[src/logic/drab_consts.vh]
// constants of the drive register access bridge
// Contract
// RULE_01: master writes drive register address to read-request subindex 0 first.
// RULE_02: bridge returns read register value in read-response subindex 1.
// RULE_03: read-request and read-response objects are mappable to cyclic process data.
// RULE_04: master writes value and address together into write-request subindex 1.
// RULE_05: bridge places a write response in write-response subindex 1.
// RULE_06: with enter-required select 0, writes take effect after RAM Enter.
// RULE_07: ROM Enter instead of RAM Enter stores changes non-volatile.
// RULE_08: an Enter is triggered only by writing the ASCII bytes "save".
// RULE_09: bridge reports RAM Enter outcome in the enter-response object.
// RULE_10: one Enter after the last write activates all pending changes.
// RULE_11: master waits between writes and after an Enter command.
// RULE_12: write-request, enter objects and responses are mappable to process data.
// RULE_13: initialization register acts only with select zero and a following Enter.
// RULE_14: master reads enter-required select and clears it before initializing.
// RULE_15: two-wire initialization uses code 08AC hex, 2220 decimal.
// RULE_16: master finishes initialization with an Unlimited Enter via ROM-enter.
// RULE_17: bridge records emergency code in predefined error field subindex 01.
// RULE_18: one emergency message per drive or card fault event; a card fault rising in the same cycle as a change to a nonzero enum gets none.
// RULE_19: emergency carries code, error register, then zero filler bytes.
// RULE_20: fault enumeration 0x03 maps to emergency code 5200.
// RULE_21: fault enumeration 0x27 maps to emergency code 5481.
// RULE_22: fault enumeration 0x42 maps to emergency code FF0D.
// RULE_23: response read without valid prior address aborts with 0602 0010.
`ifndef DRAB_CONSTS_VH
`define DRAB_CONSTS_VH
`define DRAB_OBJ_READ_REQ     16'h2040
`define DRAB_OBJ_WRITE_REQ    16'h2050
`define DRAB_OBJ_RAM_ENTER    16'h2060
`define DRAB_OBJ_ROM_ENTER    16'h2070
`define DRAB_OBJ_READ_RSP     16'h2140
`define DRAB_OBJ_WRITE_RSP    16'h2150
`define DRAB_OBJ_ENTER_RSP    16'h2160
`define DRAB_OBJ_RESTORE      16'h1011
`define DRAB_OBJ_ERR_FIELD    16'h1003
`define DRAB_REG_INIT_MODE    16'h0103
`define DRAB_REG_ENTER_SEL    16'h04C3
`define DRAB_REG_ENTER_RAM    16'h0910
`define DRAB_REG_ENTER_ROM    16'h0900
`define DRAB_SAVE_WORD        32'h7361_7665
`define DRAB_ABORT_NO_ADDR    32'h0602_0010
`define DRAB_ABORT_NONE       32'h0000_0000
`define DRAB_ENUM_UV2         8'h03
`define DRAB_ENUM_EF0         8'h27
`define DRAB_ENUM_EF1         8'h42
`define DRAB_ENUM_NONE        8'h00
`define DRAB_EMCY_UV2         16'h5200
`define DRAB_EMCY_EF0         16'h5481
`define DRAB_EMCY_EF1         16'hFF0D
`define DRAB_EMCY_GENERIC     16'h1000
`define DRAB_WAIT_US          16'h000A
`define DRAB_CLK_MHZ          16'h0064
`define DRAB_WAIT_CYCLES      (`DRAB_WAIT_US * `DRAB_CLK_MHZ)
`endif
[src/logic/drab_bridge.v]
// object-dictionary bridge between a fieldbus master and drive registers
`timescale 1ns/100ps
`include "drab_consts.vh"
module drab_bridge (
  input  wire        core_clk,
  input  wire        reset_n,
  input  wire        objWrStb,
  input  wire        objRdStb,
  input  wire [15:0] objIndex,
  input  wire [7:0]  objSub,
  input  wire [31:0] objWrData,
  output reg         objDone,
  output reg  [31:0] objRdData,
  output reg  [31:0] objAbort,
  output reg         drvReq,
  output reg         drvWrite,
  output reg  [15:0] drvAddr,
  output reg  [15:0] drvWrData,
  input  wire        drvAck,
  input  wire        drvErr,
  input  wire [15:0] drvRdData,
  input  wire [7:0]  faultEnum,
  input  wire        cardFault,
  input  wire [7:0]  errRegister,
  output reg         emcyValid,
  output reg  [63:0] emcyFrame,
  output reg  [15:0] errField1
);

  localparam [1:0] ST_IDLE = 2'd0;
  localparam [1:0] ST_BUSY = 2'd1;
  localparam [1:0] ST_WAIT = 2'd2;

  localparam [1:0] OP_READ  = 2'd0;
  localparam [1:0] OP_WRITE = 2'd1;
  localparam [1:0] OP_RAM   = 2'd2;
  localparam [1:0] OP_ROM   = 2'd3;

  localparam [15:0] WAIT_CNT = `DRAB_WAIT_CYCLES;

  function [15:0] emcyCode;
    input [7:0] code;
    begin
      case (code)
        `DRAB_ENUM_UV2: emcyCode = `DRAB_EMCY_UV2; // see RULE_20
        `DRAB_ENUM_EF0: emcyCode = `DRAB_EMCY_EF0; // see RULE_21
        `DRAB_ENUM_EF1: emcyCode = `DRAB_EMCY_EF1; // see RULE_22
        default:        emcyCode = `DRAB_EMCY_GENERIC;
      endcase
    end
  endfunction

  // fault inputs come from the drive side, so synchronise them first
  reg [7:0]  faultMeta_reg;
  reg [7:0]  faultSync_reg;
  reg        cardMeta_reg;
  reg        cardSync_reg;
  reg [7:0]  faultLast_reg;
  reg        cardLast_reg;

  reg [1:0]  state_reg;
  reg [1:0]  op_reg;
  reg [15:0] waitCnt_reg;
  reg [15:0] readAddr_reg;
  reg        readValid_reg;
  reg [15:0] readRsp_reg;
  reg        writeValid_reg;
  reg [15:0] writeRsp_reg;
  reg [15:0] enterRsp_reg;

  wire isSave  = (objWrData == `DRAB_SAVE_WORD);
  wire accept  = (state_reg == ST_IDLE);

  always @(posedge core_clk) begin
    if (!reset_n) begin
      faultMeta_reg <= 8'h00;
      faultSync_reg <= 8'h00;
      cardMeta_reg  <= 1'b0;
      cardSync_reg  <= 1'b0;
      faultLast_reg <= 8'h00;
      cardLast_reg  <= 1'b0;
      emcyValid     <= 1'b0;
      emcyFrame     <= 64'h0000_0000_0000_0000;
      errField1     <= 16'h0000;
    end else begin
      faultMeta_reg <= faultEnum;
      faultSync_reg <= faultMeta_reg;
      cardMeta_reg  <= cardFault;
      cardSync_reg  <= cardMeta_reg;
      faultLast_reg <= faultSync_reg;
      cardLast_reg  <= cardSync_reg;
      emcyValid     <= 1'b0;
      // a new event is a change to a nonzero enum, or a card fault rising
      if (faultSync_reg != faultLast_reg &&
          faultSync_reg != `DRAB_ENUM_NONE) begin // see RULE_18
        emcyValid <= 1'b1;
        errField1 <= emcyCode(faultSync_reg); // see RULE_17
        emcyFrame <= {40'h00_0000_0000, errRegister,
                      emcyCode(faultSync_reg)}; // see RULE_19
      end else if (cardSync_reg && !cardLast_reg) begin // see RULE_18
        emcyValid <= 1'b1;
        errField1 <= `DRAB_EMCY_EF0; // see RULE_21
        emcyFrame <= {40'h00_0000_0000, errRegister,
                      `DRAB_EMCY_EF0}; // see RULE_19
      end
    end
  end

  always @(posedge core_clk) begin
    if (!reset_n) begin
      state_reg      <= ST_IDLE;
      op_reg         <= OP_READ;
      waitCnt_reg    <= 16'h0000;
      readAddr_reg   <= 16'h0000;
      readValid_reg  <= 1'b0;
      readRsp_reg    <= 16'h0000;
      writeValid_reg <= 1'b0;
      writeRsp_reg   <= 16'h0000;
      enterRsp_reg   <= 16'h0000;
      objDone        <= 1'b0;
      objRdData      <= 32'h0000_0000;
      objAbort       <= 32'h0000_0000;
      drvReq         <= 1'b0;
      drvWrite       <= 1'b0;
      drvAddr        <= 16'h0000;
      drvWrData      <= 16'h0000;
    end else begin
      objDone <= 1'b0;
      case (state_reg)
        ST_IDLE: begin
          if (objWrStb) begin
            objDone  <= 1'b1;
            objAbort <= `DRAB_ABORT_NONE;
            case (objIndex)
              `DRAB_OBJ_READ_REQ: begin // see RULE_03
                readAddr_reg  <= objWrData[15:0]; // see RULE_01
                readValid_reg <= 1'b1;
                op_reg        <= OP_READ;
                drvReq        <= 1'b1;
                drvWrite      <= 1'b0;
                drvAddr       <= objWrData[15:0];
                state_reg     <= ST_BUSY;
              end
              `DRAB_OBJ_WRITE_REQ: begin // see RULE_12
                // upper half is the address, lower half the value
                op_reg    <= OP_WRITE;
                drvReq    <= 1'b1;
                drvWrite  <= 1'b1;
                drvAddr   <= objWrData[31:16]; // see RULE_04
                drvWrData <= objWrData[15:0];
                state_reg <= ST_BUSY;
              end
              `DRAB_OBJ_RESTORE: begin
                // the drive only acts on it after select 0 plus an Enter
                op_reg    <= OP_WRITE;
                drvReq    <= 1'b1;
                drvWrite  <= 1'b1;
                drvAddr   <= `DRAB_REG_INIT_MODE; // see RULE_13
                drvWrData <= objWrData[15:0];
                state_reg <= ST_BUSY;
              end
              `DRAB_OBJ_RAM_ENTER,
              `DRAB_OBJ_ROM_ENTER: begin
                if (isSave) begin // see RULE_08
                  op_reg    <= (objIndex == `DRAB_OBJ_RAM_ENTER) ?
                               OP_RAM : OP_ROM;
                  drvReq    <= 1'b1;
                  drvWrite  <= 1'b1;
                  drvAddr   <= (objIndex == `DRAB_OBJ_RAM_ENTER) ?
                               `DRAB_REG_ENTER_RAM :
                               `DRAB_REG_ENTER_ROM; // see RULE_06 RULE_07
                  drvWrData <= 16'h0000;
                  state_reg <= ST_BUSY;
                end
              end
              default: begin
              end
            endcase
          end else if (objRdStb) begin
            objDone   <= 1'b1;
            objAbort  <= `DRAB_ABORT_NONE;
            objRdData <= 32'h0000_0000;
            case (objIndex)
              `DRAB_OBJ_READ_RSP: begin
                if (readValid_reg)
                  objRdData <= {16'h0000, readRsp_reg}; // see RULE_02
                else
                  objAbort <= `DRAB_ABORT_NO_ADDR; // see RULE_23
              end
              `DRAB_OBJ_WRITE_RSP: begin
                if (writeValid_reg)
                  objRdData <= {16'h0000, writeRsp_reg}; // see RULE_05
                else
                  objAbort <= `DRAB_ABORT_NO_ADDR; // see RULE_23
              end
              `DRAB_OBJ_ENTER_RSP:
                objRdData <= {16'h0000, enterRsp_reg}; // see RULE_09
              `DRAB_OBJ_ERR_FIELD:
                objRdData <= {16'h0000, errField1}; // see RULE_17
              `DRAB_OBJ_READ_REQ:
                objRdData <= {16'h0000, readAddr_reg};
              default: begin
              end
            endcase
          end
        end
        ST_BUSY: begin
          if (drvAck) begin
            drvReq <= 1'b0;
            case (op_reg)
              OP_READ: begin
                readRsp_reg   <= drvErr ? 16'hFFFF : drvRdData;
                readValid_reg <= !drvErr;
              end
              OP_WRITE: begin
                writeRsp_reg   <= drvErr ? 16'hFFFF : drvAddr;
                writeValid_reg <= !drvErr;
              end
              OP_RAM:
                enterRsp_reg <= drvErr ? 16'hFFFF : 16'h0001;
              default: begin
              end
            endcase
            // settle time so the drive can activate changes
            waitCnt_reg <= WAIT_CNT;
            state_reg   <= ST_WAIT;
          end
        end
        ST_WAIT: begin
          if (waitCnt_reg <= 16'h0001)
            state_reg <= ST_IDLE;
          else
            waitCnt_reg <= waitCnt_reg - 16'h0001;
        end
        default: state_reg <= ST_IDLE;
      endcase
    end
  end

endmodule // drab_bridge

[config.mk]
export PLATFORM = sky130hd
export DESIGN_NAME = drab_bridge
export DESIGN_NICKNAME = d
export VERILOG_FILES = /design/src/logic/drab_bridge.v
export VERILOG_INCLUDE_DIRS = /design/src /design/src/logic
export SDC_FILE = /design/constraint.sdc
export NUM_CORES = 1
export LEC_CHECK = 0
export BUFFER_PORTS_ARGS = -buffer_cell sky130_fd_sc_hd__buf_4
export CORE_MARGIN = 3
export CORE_UTILIZATION = 51
export DETAILED_ROUTE_END_ITERATION = 16
export PLACE_DENSITY = 0.81
export SLEW_MARGIN = 10
export SYNTH_ARGS = -nofsm -noshare
export SYNTH_HDL_FRONTEND = slang
export SYNTH_SLANG_ARGS = --single-unit
[constraint.sdc]
create_clock -name core_clk -period 2.6 [get_ports core_clk]
set_input_delay 0.13 -clock core_clk [delete_from_list [all_inputs] [get_ports core_clk]]
set_output_delay 0.13 -clock core_clk [all_outputs]
set_load 0.05 [all_outputs]
Word-level counts from Yosys, hierarchy flattened

Index checks and enable logic that the tools add are counted.

Bitwise operators: 1
Reduce and logical (&&, ||, !) cells: 31
Order comparisons: 1
Add/subtract/negate cells: 1
Mux-type cells: 48
Eq/ne operators: 27

Operators with widths:

| operator                | count |
|---|---|
| $mux W16                | 11 |
| $eq A16 B14 Y1 const B  | 7 |
| $pmux W16 S5            | 1 |
| $mux W32                | 2 |
| $pmux W16 S2            | 2 |
| $pmux W16 S4            | 1 |
| $mux W27                | 2 |
| $pmux W27 S2            | 1 |
| $mux W24                | 2 |
| $pmux W16 S3            | 1 |
| $eq A16 B13 Y1 const B  | 2 |
| $eq A32 B31 Y1 const B  | 1 |
| $reduce_and A3 Y1       | 6 |
| $le A16 B1 Y1 const B   | 1 |
| $sub A16 B1 Y16 const B | 1 |
| $reduce_and A5 Y1       | 3 |
| $mux W1                 | 12 |
| $pmux W2 S3             | 2 |
| $reduce_and A4 Y1       | 3 |
| $mux W2                 | 5 |
| $ne A2 B2 Y1 const B    | 5 |
| $reduce_bool A2 Y1      | 5 |
| $eq A8 B2 Y1 const B    | 1 |
| $eq A8 B6 Y1 const B    | 1 |
| 21 further kinds        | 31 |

Input port bits: 95
Logic and storage cells: 134
Output and inout bits: 180
Register bits after elaboration: 253

Longest topological paths before layout

Depth after elaboration: 5
Gate-level depth with buffers: 9
Gate-level depth less buffers: 7

Worst setup path after synthesis

No wires, ideal clock.

Path type: reg2reg
Start point: register waitCnt_reg[9]
End point: register waitCnt_reg[6]
Period minus slack after synthesis: 2.016 ns
Buffers on the path: 1
Data required time: 2.468 ns
Arrival time: 1.884 ns
Library setup time: 0.132 ns
Cell stages (with the launch flop): 7
Slack: 0.584 ns
Path through: dfxtp_1 > or4_1 > or3_1 > clkbuf_1 > o2111ai_1 > xor2_1 > a21oi_1

Cells in the longest elaborated chain, start to end: 3

RTL lines:

| what                               | line              | RTL |
|---|---|---|
| start, declared                    | drab_bridge.v:63  | `reg [15:0] waitCnt_reg;` |
| start signal, assigned             | drab_bridge.v:233 | `waitCnt_reg <= waitCnt_reg - 16'h0001;` |
| $le A16 B1 Y1                      | drab_bridge.v:230 | `if (waitCnt_reg <= 16'h0001)` |
| $ne A2 B2 Y1 (no source line)      | -                 |  |
| $reduce_and A3 Y1 (no source line) | -                 |  |

No other way between the ends.
A chain may end at the register's enable or synchronous reset.

Worst setup path after layout

Start point: input objWrData[3]
End point: register drvWrData[3]

Cells in the longest elaborated chain, start to end: 3
Elaborated cells between the ends (all ways): 4
Those cells by class: eq/ne: 2; mux: 1; reduce/logical: 1

RTL lines:

| what                               | line              | RTL |
|---|---|---|
| start, declared                    | drab_bridge.v:11  | `input wire [31:0] objWrData,` |
| $eq A32 B31 Y1 (no source line)    | -                 |  |
| $ne A2 B2 Y1 (no source line)      | -                 |  |
| $reduce_and A4 Y1 (no source line) | -                 |  |
| end signal, assigned               | drab_bridge.v:150 | `drvWrData <= objWrData[15:0];` |
| end signal, assigned               | drab_bridge.v:159 | `drvWrData <= objWrData[15:0];` |
| end, declared                      | drab_bridge.v:18  | `output reg [15:0] drvWrData,` |

Several ways; a longest one is shown, not always the timed one.

==> out/summary.txt <==
status - finished clean
RePlAce Congestion - 0.943
vias - 7,410
Area Growth Syn to Fin - 23.5%
Clock Pin Slew Worst Setup and Hold Paths - 0.07 ns
post-synth top area share - 0.407
Top Ports - 275
initial antenna violation count - 0
CP Capture Type - flop
1st-iter DRT viols - 644
Multi-input gate area - 4010 µm²
Crit. Startpoint - objWrData[3]
asr flop ratio synth - 0
CTS max path bufs - 2
Synth Register Bits - 166
CTS tree - done
pins over their slew limit - 0
first-pass GRT wire length - 36,100 µm
gr usage total - 0.252
Buffers on Ports - 174
Starting Density - 0.530
Worst slew margin - 0.350
post-synth top area cell - dfxtp_1
worst skew pair latency - 0.43 ns
clock skew - 0.00757 ns
grt total ovfl - 0
Crit Path Max Fanout - 17
# DRC - 0
type of the worst setup path - in -> reg
mapped cell area - 8170 µm²
register area - 3320 µm²
largest net degree at the start of global routing - 37
pre-CTS setup slack - 0.270 ns
leading cell types in the layout, fill and taps excluded - buf_4 (203), dfxtp_1 (166), nor2_1 (107)
final HPWL from detailed placement - 16,600 µm
worst slew pin tran - 0.975 ns
commonest non-fill, non-tap cell in the layout - buf_4
critical path launch point type - input pin
DR pass1 iterations - 5
setup violators final - 0
Post-Syn Area per Cell - 8.35 µm²
Detail Route Antenna Nets - 0
maxcap violations - 0
setup ws final - 0.156 ns
number of synthesized flops with an enable pin - 0
Nets - 1,252
# diodes - 0
synth top area cells - dfxtp_1 (41%), buf_4 (10%), nor2_1 (4.9%)
VDD IR max - 0.000451 V
Peak Freq - 409 MHz
WL per Instance - 16.5 µm
clk root buf - clkbuf_16
CP Data Arrival Time - 2.78 ns
fillcell total - 1,310
register area share after synthesis - 0.407
die area - 17,600 µm²
row cnt - 45
Min-Delay Startpoint - errRegister[2]
clk sinks - 166
Worst Hold Class - in -> reg
die height - 133 µm
period utilisation layout - 0.940
Worst EP required - 2.94 ns
Power Density - 587 nW/µm²
setup bufs post-CTS - 0
Post-Route WL - 22,700 µm
RSZ-0062 raised after global routing - no
vias per cell - 5.37
chip width - 133 µm
Post-Synthesis Cells - 978
Final Util - 0.654
CTS H-tree lvls - 4
total negative slack - 0 ns
Num CTS Buffers - 17
Hold Fails Final Rpt - 0
layout cells sized above 1 - 0.221
vias in the first global route - 6,948
Synth cell types - 70
leak pwr - 4.25 nW
Syn. warnings - 0
Period minus WS final - 2.44 ns
top_reg_cell synth - dfxtp_1
RR Startpoint - waitCnt_reg[9]$_SDFFE_PN0P_
core area - 15,400 µm²
[cell type report]
cell class              instances  share of cell area
multi-input cells             710               0.397
flip-flops and latches        166               0.329
repair buffers                235               0.183
clock buffers                  17              0.0422
well taps                     211              0.0262
clock inverters                15              0.0128
inverters                      25             0.00930
[power breakdown]
part	internal [W]	switching, W	total [W]	leakage [nW]
combinational	0.000257	0.000673	0.000930	2.63
clock	0.00132	0.00105	0.00237	0.271
sequential	0.00259	0.0000323	0.00262	1.35
total	0.00417	0.00175	0.00592	4.25
[cell usage after synthesis, drive strengths merged, types with 22 or more instances]
cell type	n
inv	25
dfxtp	166
nor2	107
clkbuf	42
a21oi	65
nor3	30
and2	28
a211oi	25
nand2	96
nand3	22
o21ai	38
buf	126
[logic make-up after synthesis]
kind of cell               after synthesis  synth area share
and+or+nand+nor                        354             0.216
xor gates and xnor gates                21            0.0225
muxes                                   20            0.0245
buffers and inverters                  193             0.145
AOI/OAI and AO/OA                      220             0.180
DFF                                    166             0.407
other                                    1          0.000459
adders and majority gates                3           0.00429
[timing repair]
action	4_1_cts	5_1_grt
hold buffers	32	0
resized for setup	0	0
hold endpoints to repair	42	0
[per-stage QoR]
| step | cells | cell area (µm²) | total power (W) | hold WS [ns] |
|---|---|---|---|---|
| 2_1_floorplan | 1069 | 8510 | 0.00343 | 0.257 |
| 3_3_place_gp | 1315 | 9210 | 0.00355 | 0.343 |
| 3_5_place_dp | 1315 | 9210 | 0.00356 | 0.342 |
| 4_1_cts | 1379 | 10100 | 0.00593 | 0.0164 |
| 5_1_grt | 1379 | 10100 | 0.00610 | 0.0309 |
| 6_report | 1379 | 10100 | 0.00592 | 0.0220 |
[worst max-delay path, cell delays in order]
cell	delay, ns
dlygate4sd3_1	0.54
buf_4	0.16
or4bb_1	0.51
nor4_2	0.26
a211o_1	0.22
nand4_2	0.56
mux2i_1	0.39
[per-layer routing]
layer	part of all wire	wire length, µm	track usage	up-vias
met5	0	0	0	-
met4	0.024	550	0.0883	0
met3	0.096	2190	0.0601	41
met2	0.47	10600	0.403	382
met1	0.41	9410	0.335	3406
li1	-	-	-	3581
[worst paths after layout]
kind	endpoint	slack, ns	cells past startpoint
min	emcyFrame[18]$_SDFFE_PN0P_	0.02	3
max	drvWrData[3]$_SDFFE_PN0P_	0.16	7
max reg2reg	waitCnt_reg[7]$_SDFFE_PN0P_	0.40	5
min reg2reg	faultSync_reg[7]$_SDFF_PN0_	0.42	1
(Power assumes the default switching activity.)
